==> src/core/cpmc_consts.vh <==
// Purpose: Constants for the capture/compare/PWM unit
// Assumes: Register indices are word indices; byte address is index times four
// Notes: Definitions only
`ifndef CPMC_CONSTS_VH
`define CPMC_CONSTS_VH

// ------------------------------------------------------------
// Register indices
// ------------------------------------------------------------
`define CPMC_IDX_VAL2 12'hFA6
`define CPMC_IDX_CON2 12'hFA8
`define CPMC_IDX_TRG2 12'hFA9
`define CPMC_IDX_VAL1 12'hFAA
`define CPMC_IDX_CON1 12'hFAC
`define CPMC_IDX_TRG1 12'hFAD
`define CPMC_IDX_ROUT 12'hFAE
`define CPMC_IDX_PER 12'hFB0
`define CPMC_IDX_TCON 12'hFB1
`define CPMC_IDX_STAT 12'hFB2

// ------------------------------------------------------------
// Field positions and reset values
// ------------------------------------------------------------
`define CPMC_CON_EN 7
`define CPMC_CON_FMT 4
`define CPMC_TCON_ON 0
`define CPMC_TCON_DIR 3
`define CPMC_STAT_FLAG 0
`define CPMC_ROUT_RST 8'h55
`define CPMC_PER_RST 8'hFF
`define CPMC_VAL_RST 16'h0000

// ------------------------------------------------------------
// Mode codes
// ------------------------------------------------------------
`define CPMC_MODE_OFF 4'h0
`define CPMC_MODE_TGLCLR 4'h1
`define CPMC_MODE_TGL 4'h2
`define CPMC_MODE_CAPANY 4'h3
`define CPMC_MODE_CAPFALL 4'h4
`define CPMC_MODE_CAPRISE 4'h5
`define CPMC_MODE_CAPR4 4'h6
`define CPMC_MODE_CAPR16 4'h7
`define CPMC_MODE_SET 4'h8
`define CPMC_MODE_CLR 4'h9
`define CPMC_MODE_PULSE 4'hA
`define CPMC_MODE_PULSECLR 4'hB

// ------------------------------------------------------------
// Prescaler limits (pclk cycles per timer step minus one) and capture edge counts minus one
// ------------------------------------------------------------
`define CPMC_PSC_LIM1 8'h03
`define CPMC_PSC_LIM4 8'h0F
`define CPMC_PSC_LIM16 8'h3F
`define CPMC_PSC_LIM64 8'hFF
`define CPMC_CAP_CNT4 4'h3
`define CPMC_CAP_CNT16 4'hF

`endif

==> src/core/cpmc_unit.v <==
// Purpose: One capture/compare/PWM unit with its own 8-bit period timer, APB slave
// Assumes: pclk is the oscillator clock; sleep_in and comparator inputs are on pclk
// Notes: The 16-bit capture/compare timer is outside; it arrives on routed_timer_in
//
// Functional notes
// - Period match clears timer, sets pin unless duty is zero, loads buffer
// - Period is (period+1) times four times prescale
// - Duty writes anytime, loaded only at match
// - Alignment bit picks left or right format
// - Right and left aligned duty bit placement
// - Time base is timer plus two low bits
// - Time base equal duty clears the pin
// - No postscaler affects the PWM period
// - Pulse width is duty times prescaled clock
// - Duty beyond period keeps pin high
// - Resolution grows with period, ten bits max
// - Sleep freezes timer, state and pin
// - Reset restores registers, pin becomes input
// - Control bit 7 enables the unit
// - Control bit 5 reads output, ignores writes
// - Mode field selects function, events set flag
// - Compare codes toggle, set, clear or pulse
// - Compare clear acts on routed timer
// - Capture codes pick edge and edge count
// - Mode off or disable resets output latch
`timescale 1ns/1ns
`default_nettype none
`include "cpmc_consts.vh"

module cpmc_unit #(
	parameter UNIT = 1
) (
	input wire pclk,
	input wire presetn,
	input wire psel,
	input wire penable,
	input wire pwrite,
	input wire [15:0] paddr,
	input wire [31:0] pwdata,
	output wire [31:0] prdata,
	output wire pready,
	output wire pslverr,
	input wire sleep_in,
	input wire capture_pin_in,
	input wire cmp1_in,
	input wire cmp2_in,
	input wire ioc_in,
	input wire [15:0] routed_timer_in,
	output wire routed_timer_clr,
	output wire unit_io_pin_o,
	output wire unit_io_pin_oe,
	output wire unit_event_flag,
	output wire [1:0] unit_timer_sel
);

// ------------------------------------------------------------
// Address map for this unit
// ------------------------------------------------------------
localparam [11:0] IDX_VAL = (UNIT == 2) ? `CPMC_IDX_VAL2 : `CPMC_IDX_VAL1;
localparam [11:0] IDX_CON = (UNIT == 2) ? `CPMC_IDX_CON2 : `CPMC_IDX_CON1;
localparam [11:0] IDX_TRG = (UNIT == 2) ? `CPMC_IDX_TRG2 : `CPMC_IDX_TRG1;
localparam [11:0] IDX_ROUT = `CPMC_IDX_ROUT;
localparam [11:0] IDX_PER = `CPMC_IDX_PER;
localparam [11:0] IDX_TCON = `CPMC_IDX_TCON;
localparam [11:0] IDX_STAT = `CPMC_IDX_STAT;

// ------------------------------------------------------------
// State
// ------------------------------------------------------------
reg [15:0] val_q;
reg en_q;
reg fmt_q;
reg [3:0] mode_q;
reg [1:0] cts_q;
reg [7:0] rout_q;
reg [7:0] pr_q;
reg [3:0] tcon_q;
reg flag_q;
reg out_q;
reg pulse_q;
reg [7:0] tmr_q;
reg [7:0] psc_q;
reg [9:0] duty_buf_q;
reg sync1_q;
reg sync2_q;
reg sync3_q;
reg pin_q;
reg src_prev_q;
reg [3:0] cap_cnt_q;
reg match_q;
reg clr_q;
reg [31:0] prdata_q;
reg perr_q;

// ------------------------------------------------------------
// Mode decode
// ------------------------------------------------------------
wire run = ~sleep_in;
wire active = en_q & (mode_q != `CPMC_MODE_OFF);
wire is_pwm = active & (mode_q[3:2] == 2'b11);
wire is_cap = active & (mode_q >= `CPMC_MODE_CAPANY) & (mode_q <= `CPMC_MODE_CAPR16);
wire is_cmp = active & ~is_pwm & ~is_cap;
wire clr_mode = (mode_q == `CPMC_MODE_TGLCLR) | (mode_q == `CPMC_MODE_PULSECLR);

// ------------------------------------------------------------
// Prescaler and time base
// ------------------------------------------------------------
reg [7:0] psc_lim;
reg [2:0] psc_sh;

// Timer step is four pclk cycles times the prescale; no postscaler exists
always @* begin
	case (tcon_q[2:1])
		2'b00: begin
			psc_lim = `CPMC_PSC_LIM1;
			psc_sh = 3'd0;
		end
		2'b01: begin
			psc_lim = `CPMC_PSC_LIM4;
			psc_sh = 3'd2;
		end
		2'b10: begin
			psc_lim = `CPMC_PSC_LIM16;
			psc_sh = 3'd4;
		end
		default: begin
			psc_lim = `CPMC_PSC_LIM64;
			psc_sh = 3'd6;
		end
	endcase
end

wire ton = tcon_q[`CPMC_TCON_ON];
wire tick = ton & run & (psc_q >= psc_lim);
wire pr_hit = tick & (tmr_q == pr_q);
wire [7:0] psc_n = (psc_q >= psc_lim) ? 8'h00 : psc_q + 8'h01;
wire [7:0] tmr_n = pr_hit ? 8'h00 : tmr_q + 8'h01;
wire [7:0] psc_low = psc_n >> psc_sh;
// Time base after this edge, so the pin falls as the base reaches the duty
wire [9:0] tbase = {(tick ? tmr_n : tmr_q), psc_low[1:0]};

// Duty value taken from the pair by alignment
wire [9:0] duty_d = fmt_q ? {val_q[15:8], val_q[7:6]} : {val_q[9:8], val_q[7:0]};

// Prescaler and base timer counting
always @(posedge pclk or negedge presetn) begin
	if (!presetn) begin
		psc_q <= 8'h00;
		tmr_q <= 8'h00;
	end else if (ton && run) begin
		psc_q <= psc_n;
		if (tick) tmr_q <= tmr_n;
	end
end

// ------------------------------------------------------------
// Capture input conditioning
// ------------------------------------------------------------
// Pin synchroniser; level accepted once stages two and three agree
always @(posedge pclk or negedge presetn) begin
	if (!presetn) begin
		sync1_q <= 1'b0;
		sync2_q <= 1'b0;
		sync3_q <= 1'b0;
		pin_q <= 1'b0;
	end else begin
		sync1_q <= capture_pin_in;
		sync2_q <= sync1_q;
		sync3_q <= sync2_q;
		if (sync2_q == sync3_q) begin
			pin_q <= sync3_q;
		end
	end
end

reg cap_src;

// Trigger source select
always @* begin
	case (cts_q)
		2'b00: cap_src = pin_q;
		2'b01: cap_src = cmp1_in;
		2'b10: cap_src = cmp2_in;
		default: cap_src = ioc_in;
	endcase
end

wire rise = cap_src & ~src_prev_q;
wire fall = ~cap_src & src_prev_q;
reg cap_hit;

// Capture event by mode
always @* begin
	case (mode_q)
		`CPMC_MODE_CAPANY: cap_hit = rise | fall;
		`CPMC_MODE_CAPFALL: cap_hit = fall;
		`CPMC_MODE_CAPRISE: cap_hit = rise;
		`CPMC_MODE_CAPR4: cap_hit = rise & (cap_cnt_q == `CPMC_CAP_CNT4);
		`CPMC_MODE_CAPR16: cap_hit = rise & (cap_cnt_q == `CPMC_CAP_CNT16);
		default: cap_hit = 1'b0;
	endcase
	cap_hit = cap_hit & is_cap & run;
end

// Edge history follows the source; capture prescaler cleared outside capture
always @(posedge pclk or negedge presetn) begin
	if (!presetn) begin
		src_prev_q <= 1'b0;
		cap_cnt_q <= 4'h0;
	end else if (!is_cap) begin
		src_prev_q <= cap_src;
		cap_cnt_q <= 4'h0;
	end else if (run) begin
		src_prev_q <= cap_src;
		if (cap_hit) begin
			cap_cnt_q <= 4'h0;
		end else if (rise) begin
			cap_cnt_q <= cap_cnt_q + 4'h1;
		end
	end
end

// ------------------------------------------------------------
// Compare match
// ------------------------------------------------------------
wire cmp_eq = is_cmp & (routed_timer_in == val_q);
wire cmp_hit = cmp_eq & ~match_q & run;

// Match history and routed timer clear pulse
always @(posedge pclk or negedge presetn) begin
	if (!presetn) begin
		match_q <= 1'b0;
		clr_q <= 1'b0;
	end else begin
		if (run) begin
			match_q <= cmp_eq;
		end
		clr_q <= cmp_hit & clr_mode;
	end
end

assign routed_timer_clr = clr_q;

// ------------------------------------------------------------
// Output latch and duty buffer
// ------------------------------------------------------------
always @(posedge pclk or negedge presetn) begin
	if (!presetn) begin
		out_q <= 1'b0;
		pulse_q <= 1'b0;
		duty_buf_q <= 10'h000;
	end else if (!active) begin
		out_q <= 1'b0;
		pulse_q <= 1'b0;
	end else if (run) begin
		pulse_q <= 1'b0;
		if (is_pwm) begin
			if (pr_hit) begin
				duty_buf_q <= duty_d;
				out_q <= (duty_d != 10'h000);
			end else if (ton && (tbase == duty_buf_q)) begin
				// Never reached if the duty exceeds the period
				out_q <= 1'b0;
			end
		end else if (cmp_hit) begin
			case (mode_q)
				`CPMC_MODE_TGLCLR, `CPMC_MODE_TGL: out_q <= ~out_q;
				`CPMC_MODE_SET: out_q <= 1'b1;
				`CPMC_MODE_CLR: out_q <= 1'b0;
				`CPMC_MODE_PULSE, `CPMC_MODE_PULSECLR: begin
					out_q <= 1'b1;
					pulse_q <= 1'b1;
				end
				default: out_q <= out_q;
			endcase
		end else if (pulse_q) begin
			out_q <= 1'b0; // End of one-cycle pulse
		end
	end
end

// Pin drives only when software turns the driver on and not capturing
assign unit_io_pin_o = out_q;
assign unit_io_pin_oe = tcon_q[`CPMC_TCON_DIR] & ~is_cap;
assign unit_event_flag = flag_q;
assign unit_timer_sel = (UNIT == 2) ? rout_q[3:2] : rout_q[1:0];

// ------------------------------------------------------------
// APB slave
// ------------------------------------------------------------
wire hit_val = (paddr == {2'b00, IDX_VAL, 2'b00});
wire hit_con = (paddr == {2'b00, IDX_CON, 2'b00});
wire hit_trg = (paddr == {2'b00, IDX_TRG, 2'b00});
wire hit_rout = (paddr == {2'b00, IDX_ROUT, 2'b00});
wire hit_per = (paddr == {2'b00, IDX_PER, 2'b00});
wire hit_tcon = (paddr == {2'b00, IDX_TCON, 2'b00});
wire hit_stat = (paddr == {2'b00, IDX_STAT, 2'b00});
wire any_hit = hit_val | hit_con | hit_trg | hit_rout | hit_per | hit_tcon | hit_stat;
wire wr = psel & penable & pwrite;
wire ev_set = (is_pwm & pr_hit) | cmp_hit | cap_hit;
reg [31:0] rd_d;

// Read mux; unmapped reads zero
always @* begin
	rd_d = 32'h00000000;
	if (hit_val) rd_d[15:0] = val_q;
	if (hit_con) rd_d[7:0] = {en_q, 1'b0, out_q, fmt_q, mode_q};
	if (hit_trg) rd_d[1:0] = cts_q;
	if (hit_rout) rd_d[7:0] = rout_q;
	if (hit_per) rd_d[7:0] = pr_q;
	if (hit_tcon) rd_d[3:0] = tcon_q;
	if (hit_stat) rd_d[15:0] = {tmr_q, 7'h00, flag_q};
end

// Read data captured in setup, error flagged for unmapped address
always @(posedge pclk or negedge presetn) begin
	if (!presetn) begin
		prdata_q <= 32'h00000000;
		perr_q <= 1'b0;
	end else if (psel && !penable) begin
		prdata_q <= pwrite ? 32'h00000000 : rd_d;
		perr_q <= ~any_hit;
	end
end

assign prdata = prdata_q;
assign pready = 1'b1;
assign pslverr = psel & penable & perr_q;

// Register writes; capture beats a software write to the value pair
always @(posedge pclk or negedge presetn) begin
	if (!presetn) begin
		val_q <= `CPMC_VAL_RST;
		en_q <= 1'b0;
		fmt_q <= 1'b0;
		mode_q <= `CPMC_MODE_OFF;
		cts_q <= 2'b00;
		rout_q <= `CPMC_ROUT_RST;
		pr_q <= `CPMC_PER_RST;
		tcon_q <= 4'h0;
		flag_q <= 1'b0;
	end else begin
		if (cap_hit) begin
			val_q <= routed_timer_in;
		end else if (wr && hit_val) begin
			val_q <= pwdata[15:0];
		end
		if (wr && hit_con) begin
			en_q <= pwdata[`CPMC_CON_EN];
			fmt_q <= pwdata[`CPMC_CON_FMT];
			mode_q <= pwdata[3:0];
		end
		if (wr && hit_trg) cts_q <= pwdata[1:0];
		if (wr && hit_rout) rout_q <= pwdata[7:0];
		if (wr && hit_per) pr_q <= pwdata[7:0];
		if (wr && hit_tcon) tcon_q <= pwdata[3:0];
		// Event set wins over a write-one clear in the same cycle
		if (ev_set) begin
			flag_q <= 1'b1;
		end else if (wr && hit_stat && pwdata[`CPMC_STAT_FLAG]) begin
			flag_q <= 1'b0;
		end
	end
end

endmodule
`default_nettype wire

==> config.mk <==
export PLATFORM = sky130hd
export DESIGN_NAME = cpmc_unit
export DESIGN_NICKNAME = d
export VERILOG_FILES = /design/src/core/cpmc_unit.v
export VERILOG_INCLUDE_DIRS = /design/src /design/src/core
export SDC_FILE = /design/constraint.sdc
export NUM_CORES = 1
export LEC_CHECK = 0
export BUFFER_PORTS_ARGS = -buffer_cell sky130_fd_sc_hd__buf_2
export CAP_MARGIN = 20
export CORE_MARGIN = 5
export CORE_UTILIZATION = 25
export CTS_CLUSTER_SIZE = 30
export DETAILED_ROUTE_END_ITERATION = 10
export SLEW_MARGIN = 0
export SYNTH_ARGS = -nofsm -noshare
export SYNTH_HDL_FRONTEND = slang
export SYNTH_SLANG_ARGS = --single-unit
export TNS_END_PERCENT = 5
==> constraint.sdc <==
create_clock -name pclk -period 5.5 [get_ports pclk]
set_clock_uncertainty 0.05 [all_clocks]
set_input_delay 0.275 -clock pclk [delete_from_list [all_inputs] [get_ports pclk]]
set_output_delay 0.275 -clock pclk [all_outputs]
set_load 0.005 [all_outputs]
==> results <==
- The run finished with clean final reports.
- The beginning of the worst hold path is pwdata[6].
- The top flip-flop cell by instance count after synthesis is sky130_fd_sc_hd__dfrtp_1.
- After filler insertion, the fill cell instance count of the layout stands at 2,619.
- The final number of max-transition violations is 0.
- The required time of the worst setup path is 5.69 ns.
- After synthesis the cells add up to 6190 um^2.
- The share of synthesized area occupied by flip-flops and latches is 41.1%.
- Global routing used 2.19% of the available met3 tracks.
- The share of power burned in combinational logic is 5.3%.
- Once detailed placement completed, the half-perimeter wirelength came to 12,800 um.
- Derived from the worst setup path, the maximum achievable clock frequency is 298 MHz.
- STA classifies the critical path startpoint as a flip-flop.
- The part of the cycle the worst path needs is 60.9%.
- Across the VDD grid, the largest voltage drop is 0.000169 V.
- The remaining number of nets flagged by the antenna check after routing is 0.
- Of all nets on the critical path, the largest fanout is 18.
- The proportion of layout cells with a drive suffix above 1 is 22.8%.
- The library cell occupying the most area in the post-synthesis netlist is sky130_fd_sc_hd__dfrtp_1.
- The clock insertion delay at the later pin of the skew report is 0.35 ns.
- The count of endpoints failing hold in the final timing report is 0.
- The floorplan die height is 167 um.
- CTS saw 101 sinks.
- Sorting the synthesized cells by area gives the leading types as sky130_fd_sc_hd__dfrtp_1 36%, sky130_fd_sc_hd__mux2i_1 5.5%, sky130_fd_sc_hd__mux2_2 5.3%.
- Sorting the synthesized cells by how often they occur yields 89 x sky130_fd_sc_hd__dfrtp_1, 53 x sky130_fd_sc_hd__nor2_1, 49 x sky130_fd_sc_hd__nand2_1.
- The number of cells traversed by the worst hold path is 2.
- The initial antenna violation count came to 0.
- The share of synthesized registers carrying an async set or reset is 100%.
- The reg-to-reg critical path startpoint is tcon_q[1].
- The leakage component of the power is 0.00320 uW.
- The internal portion of the total power is 1080 uW.
- For this run, the share of the core covered by cells in the final layout is 29.0%.
- The count of maximum capacitance violations is 0.
- TritonCTS built the clock tree.
- The number of nets in the layout is 788.
- For this block, the via count after detailed routing is 5,092.
- The die covers 28,000 um^2.
- The diode insertion count for antenna repair is 0.
- The root buffer cell is sky130_fd_sc_hd__clkbuf_16.
- Synthesis produced a netlist whose cell count is 647.
- The setup check on the worst reg-to-reg path leaves a slack of 2.15 ns.
- The critical path data arrival time is 3.55 ns.
- Net switching is 24.1% of the power.
- In the synthesized netlist, mux cells make up 11.1% of the area.
- The number of DRC violations after detailed routing is 0.
- A synthesized cell averages 9.57 um^2.
- Global routing used 19.1% of the available met2 tracks.
- The clock share of power is 42.1%.
- The number of different library cells in the post-synthesis netlist is 74.
- The arithmetic-cell share of the synthesized area counting full adders, half adders and majority gates is 1.98%.
- Input and output buffers added on the ports amount to 80.
- The post-synthesis to final-layout area growth is 14.0%.
- In this run the post-CTS setup repair buffer count came out at 0.
- Setup repair after global routing left no endpoint under its margin.
- The synthesized netlist devotes 17.1% of its cell area to compound gates.
- The launch point of the worst path is tcon_q[1].
- The clock-pin slew on the worst setup and hold paths is 0.07 ns.
- Once the floorplan was initialized, standard cells occupied 25.4% of the core.
- The met1 usage in global routing is 17.1%.
- The total power divided by cell area is 201 nW/um^2.
- OpenSTA, run right after detailed placement, puts the worst setup slack at 2.18 ns.
- For this block, the initial DRC count from the detailed router was 433.
- The number of enable-type register cells in the synthesized netlist is 0.
- The first global-routing pass estimated 27,800 um of wire.
- Entering global routing, the biggest net connects 67 pins.
- The synthesized design devotes to its leading area cell type 36.0% of total area.
- The H-tree generated during clock tree synthesis spans 3 levels.
- Summing the areas of all and, or, nand and nor instances in the mapped netlist gives 18.0% of the synthesized area.
- At the pin with the least slew margin, the transition time is 0.897 ns.
- Measured in cells, the most critical reg-to-reg path has a length of 10.
- The combinational family with the most area after synthesis is simple AND/OR/NAND/NOR gates.
- In the final timing run, aggregate negative setup slack is 0 ns.
- The weighted congestion reported at the end of routability-driven placement is 0.865.
- After detailed routing, the number of vias per cell comes to 4.92.
- The floorplan core area is 24,400 um^2.
- Sequential cells burn 52.6% of the power.
- The total number of yosys warnings is 0.
- Clock tree synthesis inserted a total of 9 buffers.
- The via count of the first global-routing pass was 4,903.
- The number of gates resized after cts is 0.
- The path with the worst hold slack has its endpoint at rout_q[6].
- By instance count, the leading cell after synthesis is sky130_fd_sc_hd__dfrtp_1.
- The clock period could shrink to 3.35 ns.
- The xor/xnor cell area share of the yosys netlist is 4.67%.
- The power spent charging and discharging nets is 342 uW.
- The first detailed-routing pass took 5 iterations.
- The floorplan has 57 rows.
- The capture instance of the worst register-to-register path is unit_io_pin_o.
- In this run the deepest clock path goes through 2 buffers.
- In this run, synthesis produced a sequential element count of 101.
- The final setup violation count is 0.
- The final worst setup slack is 2.15 ns.
- The class of the tightest hold or removal check is input port to flip-flop.
- In the final routed layout, each cell accounts on average for 16.6 um.
- For this block, the routed nets add up to 17,200 um of wire.
- The overall routing resource usage is 12.1%.
- The overall die width is 167 um.
- The global routing's busiest layer is met2.
- The worst setup path is captured at a flip-flop.
- The headroom to the max-slew limit is 39.8%.
- The total grt overflow is 0.
- The top-level port count is 114.
- After clock tree synthesis, the flow added hold-fix buffers numbering 2.
- The critical path class is flip-flop to flip-flop.
-- layout make-up --
type                       count  area [um^2]  share of cell area (%)
timing repair buffer          86          453                    6.41
clock inverter                 6         40.0                   0.567
multi-input combinational    494         3340                    47.3
inverter                      13         48.8                   0.691
tap                          324          405                    5.74
sequential                   101         2540                    36.0
clock buffer                  10          229                    3.24
-- through the flow --
step	area, um^2	std cells	power, uW	hold slack [ns]
global route	7060	1034	1470	0.134
finish	7060	1034	1420	0.143
floorplan	6250	662	793	-0.0706
CTS	7060	1034	1440	0.134
detailed placement	6770	1016	837	0.217
global placement	6770	1016	837	0.213
-- worst max-delay path, stage by stage (launching register included) --
cell and delay (ns):
sky130_fd_sc_hd__dfrtp_1 0.64, sky130_fd_sc_hd__nand2_1 0.15, sky130_fd_sc_hd__ha_1 0.38, sky130_fd_sc_hd__a21o_1 0.22, sky130_fd_sc_hd__and2_1 0.18, sky130_fd_sc_hd__nor3_4 0.59
sky130_fd_sc_hd__nor4_1 0.10, sky130_fd_sc_hd__o32a_1 0.31, sky130_fd_sc_hd__a2111oi_1 0.26, sky130_fd_sc_hd__nand4_1 0.17, sky130_fd_sc_hd__a21o_1 0.20
-- power groups by stage --
stage | sequential [uW] | clock, uW | combinational (uW)
final | 748 | 598 | 75.6
after global routing | 748 | 638 | 85.7
after CTS | 748 | 613 | 76.9
after detailed placement | 762 | 0 | 75.6
after global placement | 762 | 0 | 75.1
after floorplan | 762 | 0 | 31.8
-- flip-flops by register name, summed over array words and instances, names as in the netlist, 2 cells and up --
name / count
prdata: 16
val_q: 16
duty_buf_q: 10
pr_q: 8
psc_q: 8
rout_q: 8
tmr_q: 8
cap_cnt_q: 4
mode_q: 4
tcon_q: 4
cts_q: 2
-- metal layers --
metal / wire (um) / up-vias
met5: 0 / -
met4: 314 / 0
met3: 834 / 22
met2: 7920 / 149
met1: 8100 / 2490
li1: - / 2431
-- worst max-delay path by stage --
stage	endpoint	slack, ns	cells past startpoint
5_1_grt	unit_io_pin_o	1.94	10
2_1_floorplan	unit_io_pin_o	2.72	11
4_1_cts	unit_io_pin_o	2.17	10
3_3_place_gp	unit_io_pin_o	2.20	10
6_report	unit_io_pin_o	2.15	10
3_5_place_dp	unit_io_pin_o	2.18	10
-- cell families (layout without fill, tap and decap cells) --
family	count (synthesis)	after routing
AND/OR/NAND/NOR	210	210
flip-flops	101	101
buffers and inverters	67	115
AO/OA/AOI/OAI	160	160
XOR/XNOR	33	33
multiplexers	64	64
other	2	17
adder cells (fa/ha/maj)	10	10
-- cells in the final DEF (no fill, tap or decap), types with 5 or more instances in the layout --
cell type,count
sky130_fd_sc_hd__a21o_1,9
sky130_fd_sc_hd__a21oi_1,48
sky130_fd_sc_hd__a222oi_1,7
sky130_fd_sc_hd__a22oi_1,5
sky130_fd_sc_hd__a31oi_1,8
sky130_fd_sc_hd__and2_1,8
sky130_fd_sc_hd__and3_1,12
sky130_fd_sc_hd__buf_2,79
sky130_fd_sc_hd__buf_4,5
sky130_fd_sc_hd__clkbuf_16,9
sky130_fd_sc_hd__conb_1,17
sky130_fd_sc_hd__dfrtp_1,89
sky130_fd_sc_hd__dfstp_2,12
sky130_fd_sc_hd__ha_1,9
sky130_fd_sc_hd__inv_1,13
sky130_fd_sc_hd__mux2_2,29
sky130_fd_sc_hd__mux2i_1,34
sky130_fd_sc_hd__nand2_1,49
sky130_fd_sc_hd__nand2b_1,11
sky130_fd_sc_hd__nand3_1,21
sky130_fd_sc_hd__nand4_1,6
sky130_fd_sc_hd__nor2_1,53
sky130_fd_sc_hd__nor2b_1,9
sky130_fd_sc_hd__nor3_1,12
sky130_fd_sc_hd__o21ai_0,37
sky130_fd_sc_hd__o31ai_1,11
sky130_fd_sc_hd__xnor2_1,25
sky130_fd_sc_hd__xor2_1,8
No activity file was read; power rests on OpenSTA's default activity.
